--- src/pkg/mcbe_map.vh ---
// Offsets, fields, opcodes, reset values and cycle counts of the execution slice
`ifndef MCBE_MAP_VH
`define MCBE_MAP_VH

`define MCBE_A_CTRL 8'h00
`define MCBE_A_STATUS 8'h04
`define MCBE_A_PC 8'h08
`define MCBE_A_FLAGS 8'h0C
`define MCBE_A_ZPTR 8'h10
`define MCBE_A_SP 8'h14
`define MCBE_A_IOREG 8'h18
`define MCBE_A_TARGET 8'h1C

`define MCBE_F_OP 5:0
`define MCBE_F_RD 10:6
`define MCBE_F_RR 15:11
`define MCBE_F_IMM 23:16
`define MCBE_F_SEL 26:24
`define MCBE_F_TWO 27

`define MCBE_FL_C 0
`define MCBE_FL_Z 1
`define MCBE_FL_N 2
`define MCBE_FL_V 3
`define MCBE_FL_S 4
`define MCBE_FL_H 5
`define MCBE_FL_T 6
`define MCBE_FL_I 7

`define MCBE_RST_PC 16'h0000
`define MCBE_RST_SP 16'h0007
`define MCBE_RST_FLAGS 8'h00

`define MCBE_CYC_ONE 3'h1
`define MCBE_CYC_TWO 3'h2
`define MCBE_CYC_THREE 3'h3
`define MCBE_CYC_FOUR 3'h4

`define MCBE_OP_ADD_ONE 6'h00
`define MCBE_OP_SUBTRACT_ONE 6'h01
`define MCBE_OP_SELF_AND_FLAGS 6'h02
`define MCBE_OP_ZERO_REGISTER 6'h03
`define MCBE_OP_LOAD_ALL_ONES 6'h04
`define MCBE_OP_UNSIGNED_PRODUCT 6'h05
`define MCBE_OP_SIGNED_PRODUCT 6'h06
`define MCBE_OP_MIXED_SIGN_PRODUCT 6'h07
`define MCBE_OP_FRACTION_PRODUCT_UNSIGNED 6'h08
`define MCBE_OP_FRACTION_PRODUCT_SIGNED 6'h09
`define MCBE_OP_FRACTION_PRODUCT_MIXED 6'h0A
`define MCBE_OP_RELATIVE_GOTO 6'h0B
`define MCBE_OP_POINTER_GOTO 6'h0C
`define MCBE_OP_ABSOLUTE_GOTO 6'h0D
`define MCBE_OP_RELATIVE_SUBROUTINE_ENTRY 6'h0E
`define MCBE_OP_POINTER_SUBROUTINE_ENTRY 6'h0F
`define MCBE_OP_ABSOLUTE_SUBROUTINE_ENTRY 6'h10
`define MCBE_OP_SUBROUTINE_EXIT 6'h11
`define MCBE_OP_INTERRUPT_EXIT 6'h12
`define MCBE_OP_COMPARE_SKIP_EQUAL 6'h13
`define MCBE_OP_COMPARE_REGISTERS 6'h14
`define MCBE_OP_COMPARE_CARRY_CHAIN 6'h15
`define MCBE_OP_COMPARE_IMMEDIATE 6'h16
`define MCBE_OP_SKIP_REG_BIT_CLEAR 6'h17
`define MCBE_OP_SKIP_REG_BIT_SET 6'h18
`define MCBE_OP_SKIP_IO_BIT_CLEAR 6'h19
`define MCBE_OP_SKIP_IO_BIT_SET 6'h1A
`define MCBE_OP_BRANCH_STATUS_BIT_SET 6'h1B
`define MCBE_OP_BRANCH_STATUS_BIT_CLEAR 6'h1C

`endif

--- src/verilog/mcbe_product.v ---
// 8x8 multiplier with signed, mixed and fractional forms
`timescale 1ns/1ns
`default_nettype none
module mcbe_product (
    input wire [7:0] a,
    input wire [7:0] b,
    input wire a_signed,
    input wire b_signed,
    input wire frac,
    output wire [15:0] prod,
    output wire zero,
    output wire carry
);
    wire [17:0] ax;
    wire [17:0] bx;
    wire [35:0] full;
    wire [15:0] raw;

    assign ax = {{10{a_signed & a[7]}}, a};
    assign bx = {{10{b_signed & b[7]}}, b};
    assign full = ax * bx;
    assign raw = full[15:0];
    // Fractional result shifted once, carry from top of raw product
    assign prod = frac ? {raw[14:0], 1'b0} : raw;
    assign carry = raw[15];
    assign zero = (prod == 16'h0000);
endmodule
`default_nettype wire

--- src/verilog/mcbe_exec.v ---
// Execution slice for register, multiply, jump, compare, skip and branch operations
`timescale 1ns/1ns
`default_nettype none
`include "mcbe_map.vh"
module mcbe_exec (
    input wire clk,
    input wire nrst,
    input wire ce,
    input wire hsel,
    input wire [31:0] haddr,
    input wire [1:0] htrans,
    input wire hwrite,
    input wire [2:0] hsize,
    input wire [31:0] hwdata,
    input wire hready,
    output reg [31:0] hrdata,
    output wire hreadyout,
    output wire hresp
);
    reg rst_meta;
    reg rst_n;
    reg dp_valid;
    reg dp_write;
    reg [7:0] dp_addr;
    reg rd_ready;
    reg [7:0] regs [0:31];
    reg [15:0] stack_mem [0:7];
    reg [15:0] pc;
    reg [15:0] sp;
    reg [15:0] zptr;
    reg [15:0] target;
    reg [7:0] flags;
    reg [7:0] ioreg;
    reg [27:0] last_instr;
    reg [2:0] busy;
    reg [2:0] last_cycles;
    reg last_taken;
    reg [31:0] rd_mux;
    reg [7:0] next_flags;
    reg [15:0] next_pc;
    reg [15:0] ret_addr;
    reg [7:0] res;
    reg wr_res;
    reg mul_we;
    reg push;
    reg pop;
    reg do_skip;
    reg do_branch;
    reg logic_flags;
    reg res_v;
    reg [2:0] cycles;
    reg [7:0] opb;
    reg cin;
    reg [8:0] diff;
    reg sbit;
    wire [5:0] op;
    wire [4:0] rd;
    wire [4:0] rr;
    wire [7:0] imm;
    wire [2:0] sel;
    wire two_word;
    wire [7:0] a;
    wire [7:0] b;
    wire [15:0] prod;
    wire prod_z;
    wire prod_c;
    wire a_signed;
    wire b_signed;
    wire frac;
    wire wr_fire;
    wire exec;
    wire [15:0] sp_up;
    integer i;

    assign op = hwdata[`MCBE_F_OP];
    assign rd = hwdata[`MCBE_F_RD];
    assign rr = hwdata[`MCBE_F_RR];
    assign imm = hwdata[`MCBE_F_IMM];
    assign sel = hwdata[`MCBE_F_SEL];
    assign two_word = hwdata[`MCBE_F_TWO];
    assign a = regs[rd];
    assign b = regs[rr];
    assign sp_up = sp + 16'h0001;

    // Reset release through two flops
    always @(posedge clk or negedge nrst) begin
        if (!nrst) begin
            rst_meta <= 1'b0;
            rst_n <= 1'b0;
        end else begin
            rst_meta <= 1'b1;
            rst_n <= rst_meta;
        end
    end

    // Bus stalls while frozen, busy, or fetching read data
    assign hreadyout = ce & (~dp_valid | ((busy == 3'h0) & (dp_write | rd_ready)));
    assign hresp = 1'b0;
    assign wr_fire = dp_valid & dp_write & hreadyout;
    assign exec = wr_fire & (dp_addr == `MCBE_A_CTRL);

    assign a_signed = (op == `MCBE_OP_SIGNED_PRODUCT) | (op == `MCBE_OP_MIXED_SIGN_PRODUCT) |
        (op == `MCBE_OP_FRACTION_PRODUCT_SIGNED) | (op == `MCBE_OP_FRACTION_PRODUCT_MIXED);
    assign b_signed = (op == `MCBE_OP_SIGNED_PRODUCT) | (op == `MCBE_OP_FRACTION_PRODUCT_SIGNED);
    assign frac = (op == `MCBE_OP_FRACTION_PRODUCT_UNSIGNED) |
        (op == `MCBE_OP_FRACTION_PRODUCT_SIGNED) | (op == `MCBE_OP_FRACTION_PRODUCT_MIXED);

    mcbe_product u_product (
        .a(a),
        .b(b),
        .a_signed(a_signed),
        .b_signed(b_signed),
        .frac(frac),
        .prod(prod),
        .zero(prod_z),
        .carry(prod_c)
    );

    // Read mux
    always @* begin
        rd_mux = 32'h00000000;
        if (dp_addr[7]) begin
            rd_mux = {24'h000000, regs[dp_addr[6:2]]};
        end else begin
            case (dp_addr)
                `MCBE_A_CTRL: rd_mux = {4'h0, last_instr};
                `MCBE_A_STATUS: rd_mux = {25'h0000000, last_cycles, 2'h0, last_taken, (busy != 3'h0)};
                `MCBE_A_PC: rd_mux = {16'h0000, pc};
                `MCBE_A_FLAGS: rd_mux = {24'h000000, flags};
                `MCBE_A_ZPTR: rd_mux = {16'h0000, zptr};
                `MCBE_A_SP: rd_mux = {16'h0000, sp};
                `MCBE_A_IOREG: rd_mux = {24'h000000, ioreg};
                `MCBE_A_TARGET: rd_mux = {16'h0000, target};
                default: rd_mux = 32'h00000000;
            endcase
        end
    end

    // Instruction decode and execute
    always @* begin
        next_flags = flags;
        next_pc = pc + 16'h0001;
        ret_addr = pc + 16'h0001;
        res = 8'h00;
        res_v = 1'b0;
        wr_res = 1'b0;
        logic_flags = 1'b0;
        mul_we = 1'b0;
        push = 1'b0;
        pop = 1'b0;
        do_skip = 1'b0;
        do_branch = 1'b0;
        cycles = `MCBE_CYC_ONE;
        opb = (op == `MCBE_OP_COMPARE_IMMEDIATE) ? imm : b;
        cin = (op == `MCBE_OP_COMPARE_CARRY_CHAIN) & flags[`MCBE_FL_C];
        diff = {1'b0, a} - {1'b0, opb} - {8'h00, cin};
        // Signed test bit (sel 4) is N xor V, other sel values read flags[sel]
        sbit = (sel == 3'h4) ? (flags[`MCBE_FL_N] ^ flags[`MCBE_FL_V]) : flags[sel];
        case (op)
            `MCBE_OP_ADD_ONE: begin
                res = a + 8'h01;
                res_v = (res == 8'h80);
                wr_res = 1'b1;
                logic_flags = 1'b1;
            end
            `MCBE_OP_SUBTRACT_ONE: begin
                res = a - 8'h01;
                res_v = (res == 8'h7F);
                wr_res = 1'b1;
                logic_flags = 1'b1;
            end
            `MCBE_OP_SELF_AND_FLAGS: begin
                res = a & a;
                wr_res = 1'b1;
                logic_flags = 1'b1;
            end
            `MCBE_OP_ZERO_REGISTER: begin
                res = a ^ a;
                wr_res = 1'b1;
                logic_flags = 1'b1;
            end
            `MCBE_OP_LOAD_ALL_ONES: begin
                res = 8'hFF;
                wr_res = 1'b1;
            end
            `MCBE_OP_UNSIGNED_PRODUCT, `MCBE_OP_SIGNED_PRODUCT, `MCBE_OP_MIXED_SIGN_PRODUCT,
            `MCBE_OP_FRACTION_PRODUCT_UNSIGNED, `MCBE_OP_FRACTION_PRODUCT_SIGNED,
            `MCBE_OP_FRACTION_PRODUCT_MIXED: begin
                mul_we = 1'b1;
                next_flags[`MCBE_FL_Z] = prod_z;
                next_flags[`MCBE_FL_C] = prod_c;
                cycles = `MCBE_CYC_TWO;
            end
            `MCBE_OP_RELATIVE_GOTO: begin
                next_pc = pc + {{8{imm[7]}}, imm} + 16'h0001;
                cycles = `MCBE_CYC_TWO;
            end
            `MCBE_OP_POINTER_GOTO: begin
                next_pc = zptr;
                cycles = `MCBE_CYC_TWO;
            end
            `MCBE_OP_ABSOLUTE_GOTO: begin
                next_pc = target;
                cycles = `MCBE_CYC_THREE;
            end
            `MCBE_OP_RELATIVE_SUBROUTINE_ENTRY: begin
                next_pc = pc + {{8{imm[7]}}, imm} + 16'h0001;
                push = 1'b1;
                cycles = `MCBE_CYC_THREE;
            end
            `MCBE_OP_POINTER_SUBROUTINE_ENTRY: begin
                next_pc = zptr;
                push = 1'b1;
                cycles = `MCBE_CYC_THREE;
            end
            `MCBE_OP_ABSOLUTE_SUBROUTINE_ENTRY: begin
                next_pc = target;
                ret_addr = pc + 16'h0002;
                push = 1'b1;
                cycles = `MCBE_CYC_FOUR;
            end
            `MCBE_OP_SUBROUTINE_EXIT, `MCBE_OP_INTERRUPT_EXIT: begin
                next_pc = stack_mem[sp_up[2:0]];
                pop = 1'b1;
                cycles = `MCBE_CYC_FOUR;
                if (op == `MCBE_OP_INTERRUPT_EXIT) begin
                    next_flags[`MCBE_FL_I] = 1'b1;
                end
            end
            `MCBE_OP_COMPARE_SKIP_EQUAL: do_skip = (a == b);
            `MCBE_OP_COMPARE_REGISTERS, `MCBE_OP_COMPARE_CARRY_CHAIN,
            `MCBE_OP_COMPARE_IMMEDIATE: begin
                // Result discarded, flags only
                next_flags[`MCBE_FL_C] = diff[8];
                next_flags[`MCBE_FL_N] = diff[7];
                next_flags[`MCBE_FL_V] = (a[7] & ~opb[7] & ~diff[7]) | (~a[7] & opb[7] & diff[7]);
                next_flags[`MCBE_FL_H] = (~a[3] & opb[3]) | (opb[3] & diff[3]) | (diff[3] & ~a[3]);
                next_flags[`MCBE_FL_Z] = (diff[7:0] == 8'h00) &
                    ((op != `MCBE_OP_COMPARE_CARRY_CHAIN) | flags[`MCBE_FL_Z]);
                next_flags[`MCBE_FL_S] = next_flags[`MCBE_FL_N] ^ next_flags[`MCBE_FL_V];
            end
            `MCBE_OP_SKIP_REG_BIT_CLEAR: do_skip = ~b[sel];
            `MCBE_OP_SKIP_REG_BIT_SET: do_skip = b[sel];
            `MCBE_OP_SKIP_IO_BIT_CLEAR: do_skip = ~ioreg[sel];
            `MCBE_OP_SKIP_IO_BIT_SET: do_skip = ioreg[sel];
            // Named branches map onto these with a fixed status bit
            `MCBE_OP_BRANCH_STATUS_BIT_SET: do_branch = sbit;
            `MCBE_OP_BRANCH_STATUS_BIT_CLEAR: do_branch = ~sbit;
            default: cycles = `MCBE_CYC_ONE;
        endcase
        if (logic_flags) begin
            next_flags[`MCBE_FL_Z] = (res == 8'h00);
            next_flags[`MCBE_FL_N] = res[7];
            next_flags[`MCBE_FL_V] = res_v;
            next_flags[`MCBE_FL_S] = res[7] ^ res_v;
        end
        if (do_skip) begin
            next_pc = pc + (two_word ? 16'h0003 : 16'h0002);
            cycles = two_word ? `MCBE_CYC_THREE : `MCBE_CYC_TWO;
        end
        if (do_branch) begin
            next_pc = pc + {{8{imm[7]}}, imm} + 16'h0001;
            cycles = `MCBE_CYC_TWO;
        end
    end

    // State update
    always @(posedge clk or negedge rst_n) begin
        if (!rst_n) begin
            dp_valid <= 1'b0;
            dp_write <= 1'b0;
            dp_addr <= 8'h00;
            rd_ready <= 1'b0;
            hrdata <= 32'h00000000;
            pc <= `MCBE_RST_PC;
            sp <= `MCBE_RST_SP;
            zptr <= 16'h0000;
            target <= 16'h0000;
            flags <= `MCBE_RST_FLAGS;
            ioreg <= 8'h00;
            last_instr <= 28'h0000000;
            busy <= 3'h0;
            last_cycles <= 3'h0;
            last_taken <= 1'b0;
            for (i = 0; i < 32; i = i + 1) begin
                regs[i] <= 8'h00;
            end
            for (i = 0; i < 8; i = i + 1) begin
                stack_mem[i] <= 16'h0000;
            end
        end else if (ce) begin
            if (busy != 3'h0) begin
                busy <= busy - 3'h1;
            end
            if (dp_valid & ~dp_write & (busy == 3'h0) & ~rd_ready) begin
                hrdata <= rd_mux;
                rd_ready <= 1'b1;
            end
            if (hreadyout & dp_valid) begin
                rd_ready <= 1'b0;
            end
            if (hready) begin
                dp_valid <= hsel & htrans[1];
                dp_write <= hwrite;
                dp_addr <= haddr[7:0];
            end
            if (wr_fire & dp_addr[7]) begin
                regs[dp_addr[6:2]] <= hwdata[7:0];
            end
            if (wr_fire) begin
                case (dp_addr)
                    `MCBE_A_PC: pc <= hwdata[15:0];
                    `MCBE_A_FLAGS: flags <= hwdata[7:0];
                    `MCBE_A_ZPTR: zptr <= hwdata[15:0];
                    `MCBE_A_SP: sp <= hwdata[15:0];
                    `MCBE_A_IOREG: ioreg <= hwdata[7:0];
                    `MCBE_A_TARGET: target <= hwdata[15:0];
                    default: last_taken <= last_taken;
                endcase
            end
            if (exec) begin
                last_instr <= hwdata[27:0];
                pc <= next_pc;
                flags <= next_flags;
                busy <= cycles - 3'h1;
                last_cycles <= cycles;
                last_taken <= do_skip | do_branch;
                if (wr_res) begin
                    regs[rd] <= res;
                end
                if (mul_we) begin
                    regs[0] <= prod[7:0];
                    regs[1] <= prod[15:8];
                end
                if (push) begin
                    stack_mem[sp[2:0]] <= ret_addr;
                    sp <= sp - 16'h0001;
                end
                if (pop) begin
                    sp <= sp_up;
                end
            end
        end
    end
endmodule
`default_nettype wire

--- config.mk ---
export PLATFORM = sky130hd
export DESIGN_NAME = mcbe_exec
export DESIGN_NICKNAME = d
export VERILOG_FILES = /design/src/verilog/mcbe_product.v /design/src/verilog/mcbe_exec.v
export VERILOG_INCLUDE_DIRS = /design/src /design/src/pkg
export SDC_FILE = /design/constraint.sdc
export NUM_CORES = 2
export LEC_CHECK = 0
export BUFFER_PORTS_ARGS = -buffer_cell sky130_fd_sc_hd__buf_4
export CAP_MARGIN = 20
export CORE_ASPECT_RATIO = 0.5
export CORE_UTILIZATION = 64
export CTS_CLUSTER_DIAMETER = 40
export DETAILED_ROUTE_END_ITERATION = 6
export PLACE_DENSITY = 0.94
export REMOVE_ABC_BUFFERS = 1
export SETUP_SLACK_MARGIN = 0.15
export SLEW_MARGIN = 30
export SYNTH_ARGS = -nofsm -noshare
export SYNTH_HDL_FRONTEND = slang
export SYNTH_HIERARCHICAL = 1
export SYNTH_SLANG_ARGS = --single-unit
export TNS_END_PERCENT = 5
--- constraint.sdc ---
create_clock -name clk -period 22.9 [get_ports clk]
set_input_delay 5.725 -clock clk [delete_from_list [all_inputs] [get_ports clk]]
set_output_delay 5.725 -clock clk [all_outputs]
set_load 0.02 [all_outputs]
# ---- Yosys cells after proc, flatten, opt, wreduce, memory -nomap -nowiden
# Index checks and enable logic that the tools add are counted.
dict set report totals {
  output_inout_bits 34
  in_bits 75
  regBits 544
}
dict set report classes {
  n_mux 75
  eq_ne 46
  mul 1
  n_lt_le_gt_ge 9
  bitwise 56
  add_sub_neg 13
  n_reduce_logical 43
}
# operator count
set op_table {}
lappend op_table {{$mux 256} 4}
lappend op_table {{$bwmux 256} 2}
lappend op_table {{$mux 16} 16}
lappend op_table {{$pmux 28 s8} 1}
lappend op_table {{$bwmux 128} 1}
lappend op_table {{$bmux 8 s5} 3}
lappend op_table {{$mux 8} 12}
lappend op_table {{$demux 8 s5} 2}
lappend op_table {{$eq 6x5->1 const B} 13}
lappend op_table {{$pmux 16 s4} 1}
lappend op_table {{$add 16x1->16 const B} 3}
lappend op_table {{$bmux 16 s3} 1}
lappend op_table {{$demux 16 s3} 1}
lappend op_table {{$eq 6x4->1 const B} 8}
lappend op_table {{$pmux 8 s5} 1}
lappend op_table {{$eq 8x5->1 const B} 4}
lappend op_table {{$mux 28} 1}
lappend op_table {{$eq 6x3->1 const B} 4}
lappend op_table {{$logic_not 8->1} 3}
lappend op_table {{$and 1x1->1} 22}
lappend op_table {{$reduce_and 4->1} 5}
lappend op_table {{$ge 6x6->1 const B} 3}
lappend op_table {{$mul 18x18->16} 1}
lappend op_table {{$not 5->6} 3}
lappend op_table {{other kinds (55)} 128}

# ---- Logic depth before layout (Yosys ltp)
dict set report depth {
  depth_word 14
  depth_mapped 36
}

# ---- Cells and area by module
# The synthesis kept the hierarchy.
# module area_per_inst_um2 seq_area_each_um2 n_inst cells_per_inst
set modules_own_cells {}
lappend modules_own_cells {mcbe_exec 33673.5 13516.7 1 3468}
lappend modules_own_cells {mcbe_product 3903.7 0.0 1 465}

# ---- Worst setup path before layout
# No wires, ideal clock.
dict set report synth_path {
  path_kind {in2reg}
  from {input hwdata[7]}
  to {register flags[1]}
  slack_ns 9.698
  n_path_buf 7
  setup_ns 0.087
  arrival_ns 13.115
  path_stages 33
  path_cell_list {buf_6 > buf_6 > buf_6 > buf_4 > buf_4 > buf_4 > mux4_2 > a21oi_1 > nand4_1 > clkbuf_1 > and2_1 > fa_1 > inv_1 > fa_1 > inv_1 > fa_1 > inv_1 > fa_1 > inv_1 > fa_1 > inv_1 > fa_1 > inv_1 > ha_1 > o2111ai_1 > o31ai_1 > xor2_1 > or4_1 > a2111oi_2 > nand2_1 > o21ai_0 > nand3_1 > o211ai_1}
}
dict set report synth_via {
  elab_chain_len 11
  elab_cells_between_ends 21
  cone_classes {4 x add/sub; 1 x mul; 8 x mux; 5 x bitwise; 3 x reduce/logical}
}
# element line_no
set synth_lines {}
lappend synth_lines {{start: declaration} mcbe_exec.v:14} ;# input wire [31:0] hwdata,
lappend synth_lines {{$not 5->6 (implied by the code) *} mcbe_exec.v:81} ;# assign a = regs[rd];
lappend synth_lines {{$bmux 8 s5 *} mcbe_exec.v:81}
lappend synth_lines {{$mux 8 (implied by the code) * (2 in series)} mcbe_exec.v:81}
lappend synth_lines {{net a[7]} mcbe_exec.v:62} ;# wire [7:0] a;
lappend synth_lines {{$and 1x1->1} mcbe_product.v:19} ;# assign ax = {{10{a_signed & a[7]}}, a};
lappend synth_lines {{$mul 18x18->16 *} mcbe_product.v:21} ;# assign full = ax * bx;
lappend synth_lines {{$mux 16 *} mcbe_product.v:24} ;# assign prod = frac ? {raw[14:0], 1'b0} : raw;
lappend synth_lines {{$logic_not 16->1 *} mcbe_product.v:26} ;# assign zero = (prod == 16'h0000);
lappend synth_lines {{net prod_z} mcbe_exec.v:65} ;# wire prod_z;
lappend synth_lines {{$pmux 2 s2 *} mcbe_exec.v:159} ;# case (op)
lappend synth_lines {{$mux 4 *} mcbe_exec.v:251} ;# if (logic_flags) begin
lappend synth_lines {{$mux 8 *} mcbe_exec.v:321} ;# if (exec) begin
lappend synth_lines {{end signal: assignment} mcbe_exec.v:279} ;# flags <= `MCBE_RST_FLAGS;
lappend synth_lines {{end signal: assignment} mcbe_exec.v:313} ;# `MCBE_A_FLAGS: flags <= hwdata[7:0];
lappend synth_lines {{end signal: assignment} mcbe_exec.v:324} ;# flags <= next_flags;
lappend synth_lines {{end: declaration} mcbe_exec.v:32} ;# reg [7:0] flags;
# The timed path passes the listed nets; every way through them passes the cells marked *. The select of a mux whose other input is x is not followed.
# A chain may end at the register's enable or synchronous reset.

# ---- Worst setup path in the final report
dict set report layout_path {
  from {input hwdata[13]}
  to {register flags[1]}
}
dict set report layout_via {
  elab_cells_between_ends 16
  cone_classes {2 x add/sub; 1 x mul; 8 x mux; 3 x bitwise; 2 x reduce/logical}
}
# element line_no
set layout_lines {}
lappend layout_lines {{$not 5->6 (implied by the code)} mcbe_exec.v:82} ;# assign b = regs[rr];
lappend layout_lines {{$bmux 8 s5} mcbe_exec.v:82}
lappend layout_lines {{$mux 8 (implied by the code) (2 in series)} mcbe_exec.v:82}
lappend layout_lines {{net b[2]} mcbe_exec.v:63} ;# wire [7:0] b;
lappend layout_lines {{$mul 18x18->16} mcbe_product.v:21}
lappend layout_lines {{$mux 16} mcbe_product.v:24}
lappend layout_lines {{$logic_not 16->1} mcbe_product.v:26}
lappend layout_lines {{net prod_z} mcbe_exec.v:65}
lappend layout_lines {{$pmux 2 s2} mcbe_exec.v:159}
lappend layout_lines {{$mux 4} mcbe_exec.v:251}
lappend layout_lines {{$mux 8} mcbe_exec.v:321}
# The timed path passes the listed nets, and every way through them passes these cells. The select of a mux whose other input is x is not followed.

==> metrics.cfg <==
[global_routing]
grt_pass1_vias = 34400
grt_max_degree = 156
grt_pass1_wl_um = 212000
globalRouteOverflowTotal = 0
antenna_found_initial = 5
grt_usage = 0.471

[cts]
clk_latency_ns = 0.65
cts-root-buf = clkbuf_16
cts_buffers = 50
htreeDepth = 2
clkTransAtPathRegs_ns = 0.06
hold_buffers = 0
clockBufferDepth = 3
cts-resized-gates = 0
tritoncts = yes
cts_sinks = 540
post_cts_buffers = 0

[power_and_ir_drop]
p_seq_frac = 0.456
netSwitchingPower_uw = 672
max-vdd-ir-drop_v = 0.0000581
clkPwrFrac = 0.400
pwr-share-comb = 0.145
p_total_uw = 2260
p_sw_frac = 0.298
p_int_uw = 1580
p_leak_uw = 0.0177
power_density_nw_per_um2 = 56.1

[die]
io_pins = 109
row_count = 62
die_area_sq_um = 59700
fp.dieH_um = 173
start_util = 0.651
die_x_um = 345
core_sq_um = 57700

[synth]
netlist_area_sq_um = 37600
yosys.area.top_type = dfrtp_1
synthXorXnorAreaFrac = 0.0254
synthSimpleGateAreaFrac = 0.118
ys.warnings.count = 6
synthArstFlopShare = 1.00
synth_cell_type_count = 89
synth_adder_area_share = 0.0695
syn_inst = 3933
synthTopCellsByArea = dfrtp_1 36%, mux4_2 8.3%, mux2i_1 5.8%
synth-compound-area-share = 0.204
synthMuxAreaShare = 0.172
synth_edf_count = 0
synth_top_family_by_area = compound AO/OA/AOI/OAI gates
synth_top_area_share = 0.358
synth_ff_type = dfrtp_1
synth.yosys.seq_area_share = 0.360
synth_area_per_cell_sq_um = 9.55
ys_ff_latch = 540

[detailed_routing]
drt_drc_violations_left = 1
wl_per_cell_um = 30.8
drtIter0Drc = 7042
via_per_inst = 7.76
routed_wl_um = 143000
first_pass_iters = 7
vias = 36000
ant_nets = 0

[worst_setup_path]
crit-reg2reg-launch = regs[113]
reg2reg_slack_ns = 13.94
reg2reg_depth = 27
crit_buf_inv = 9
cpMostUsedCell = inv_1
worstPathRequired_ns = 23.44
critPathKind = in -> reg
setup.worst_path.end_class = flop
worstPathArrival_ns = 15.58
slowest_stage = buf_4
slowest_delay_ns = 0.79
path_delay_family = adder cells
start_kind = primary input
rr_endpoint = flags[1]
critical_path.max_fanout = 49

[sta]
drv_slew = 0
finalHoldViolCount = 0
finalSetupTns_ns = 0
period_share = 0.657
period_minus_slack_ns = 15.05
slew_headroom = 0.199
fin_skew_ns = 0.0464
setup_viol = 0
worst_slew_pin_slew_ns = 1.19
fmax_mhz = 66.5
rsz0062_at_grt = no

[finish]
final_area_sq_um = 40200
fin_nets = 4069
final_cell_mix = 534 x dfrtp_1, 401 x nand2_1, 355 x a21oi_1, 311 x o22ai_1, 230 x o21ai_0
layout-drive-gt1-share = 0.134
layout_commonest_cell = dfrtp_1
syn2layout_area_growth_pct = 7.04
fillers = 4099

[hold_path]
hold_path.class = reg -> async

[job]
cap_violations = 0

[placement]
dp_hpwl_um = 96200
dpl_cell_area_sq_um = 38400
port_buffers = 71
finalWeightedCongestion = 1.13

[status]
violations = DRC
status = finished with violations

-- kinds of logic (layout without fill, tap and decap cells) --
logic type               after synthesis  count (layout)
XOR/XNOR                             109             109
other                                  2              10
AND/OR/NAND/NOR                      953             953
buffers and inverters                459             390
multiplexers                         452             452
flip-flops                           540             540
adder cells (fa/ha/maj)              166             166
AO/OA/AOI/OAI                       1252            1252
-- cell type report --
class / count / area [sq um] / area share
diodes: 4 / 10.0 / 0.000249
clock buffers: 68 / 1430 / 0.0356
clock inverters: 24 / 295 / 0.00734
inverters: 158 / 593 / 0.0147
multi-input cells: 2938 / 22300 / 0.554
flip-flops and latches: 540 / 13500 / 0.336
well taps: 768 / 961 / 0.0239
repair buffers: 140 / 1110 / 0.0276
-- sequential cells by signal, indices dropped and copies added (netlist names), 16 cells and up --
name	count
sp	16
zptr	16
last_instr	28
pc	16
hrdata	28
stack_mem	128
target	16
regs	256
-- routing by layer --
metal / wire length (um) / share of wire / global-route usage
met3: 23500 / 0.16 / 0.194
met4: 11300 / 0.079 / 0.273
met5: 58 / 0.00041 / 0
met2: 58900 / 0.41 / 0.668
met1: 49100 / 0.34 / 0.608
-- power groups by stage --
| stage | sequential (uW) | clock (uW) | combinational, uW |
|---|---|---|---|
| after floorplan | 1060 | 0 | 152 |
| after global placement | 1040 | 0 | 301 |
| after detailed placement | 1040 | 0 | 309 |
| after CTS | 1020 | 893 | 311 |
| after global routing | 1030 | 931 | 339 |
| final | 1030 | 901 | 326 |
-- worst max path at each step --
stage	startpoint	endpoint	slack, ns	cells after the start
2_1_floorplan	rst_n	busy[0]	6.74	0
3_3_place_gp	hwdata[13]	flags[1]	7.64	30
3_5_place_dp	hwdata[13]	flags[1]	7.55	32
4_1_cts	hwdata[13]	flags[1]	8.12	32
5_1_grt	hwdata[13]	flags[1]	7.60	32
6_report	hwdata[13]	flags[1]	7.85	32
-- metrics by stage --
stage / setup slack (ns) / util / hold slack, ns / std cells
after floorplan: 6.74 / - / 0.331 / 3636
after detailed placement: 7.55 / 0.665 / 0.302 / 4542
final: 7.85 / 0.697 / 0.299 / 4640
after global placement: 7.64 / 0.665 / 0.294 / 4542
after global routing: 7.60 / 0.697 / 0.345 / 4636
after CTS: 8.12 / 0.695 / 0.309 / 4634
-- cell usage after synthesis, types with 35 or more instances --
master / n
dfrtp_1: 537
nand2_1: 403
a21oi_1: 359
o22ai_1: 311
o21ai_0: 230
mux2i_1: 218
clkbuf_1: 208
nor2_1: 193
inv_1: 155
mux4_2: 138
ha_1: 95
a22oi_1: 89
mux2_2: 89
xnor2_1: 73
fa_1: 71
nand3_1: 71
and2_1: 69
nor3_1: 44
buf_2: 37
xor2_1: 36
o21ai_1: 35
No activity file was read; power rests on OpenSTA's default activity.
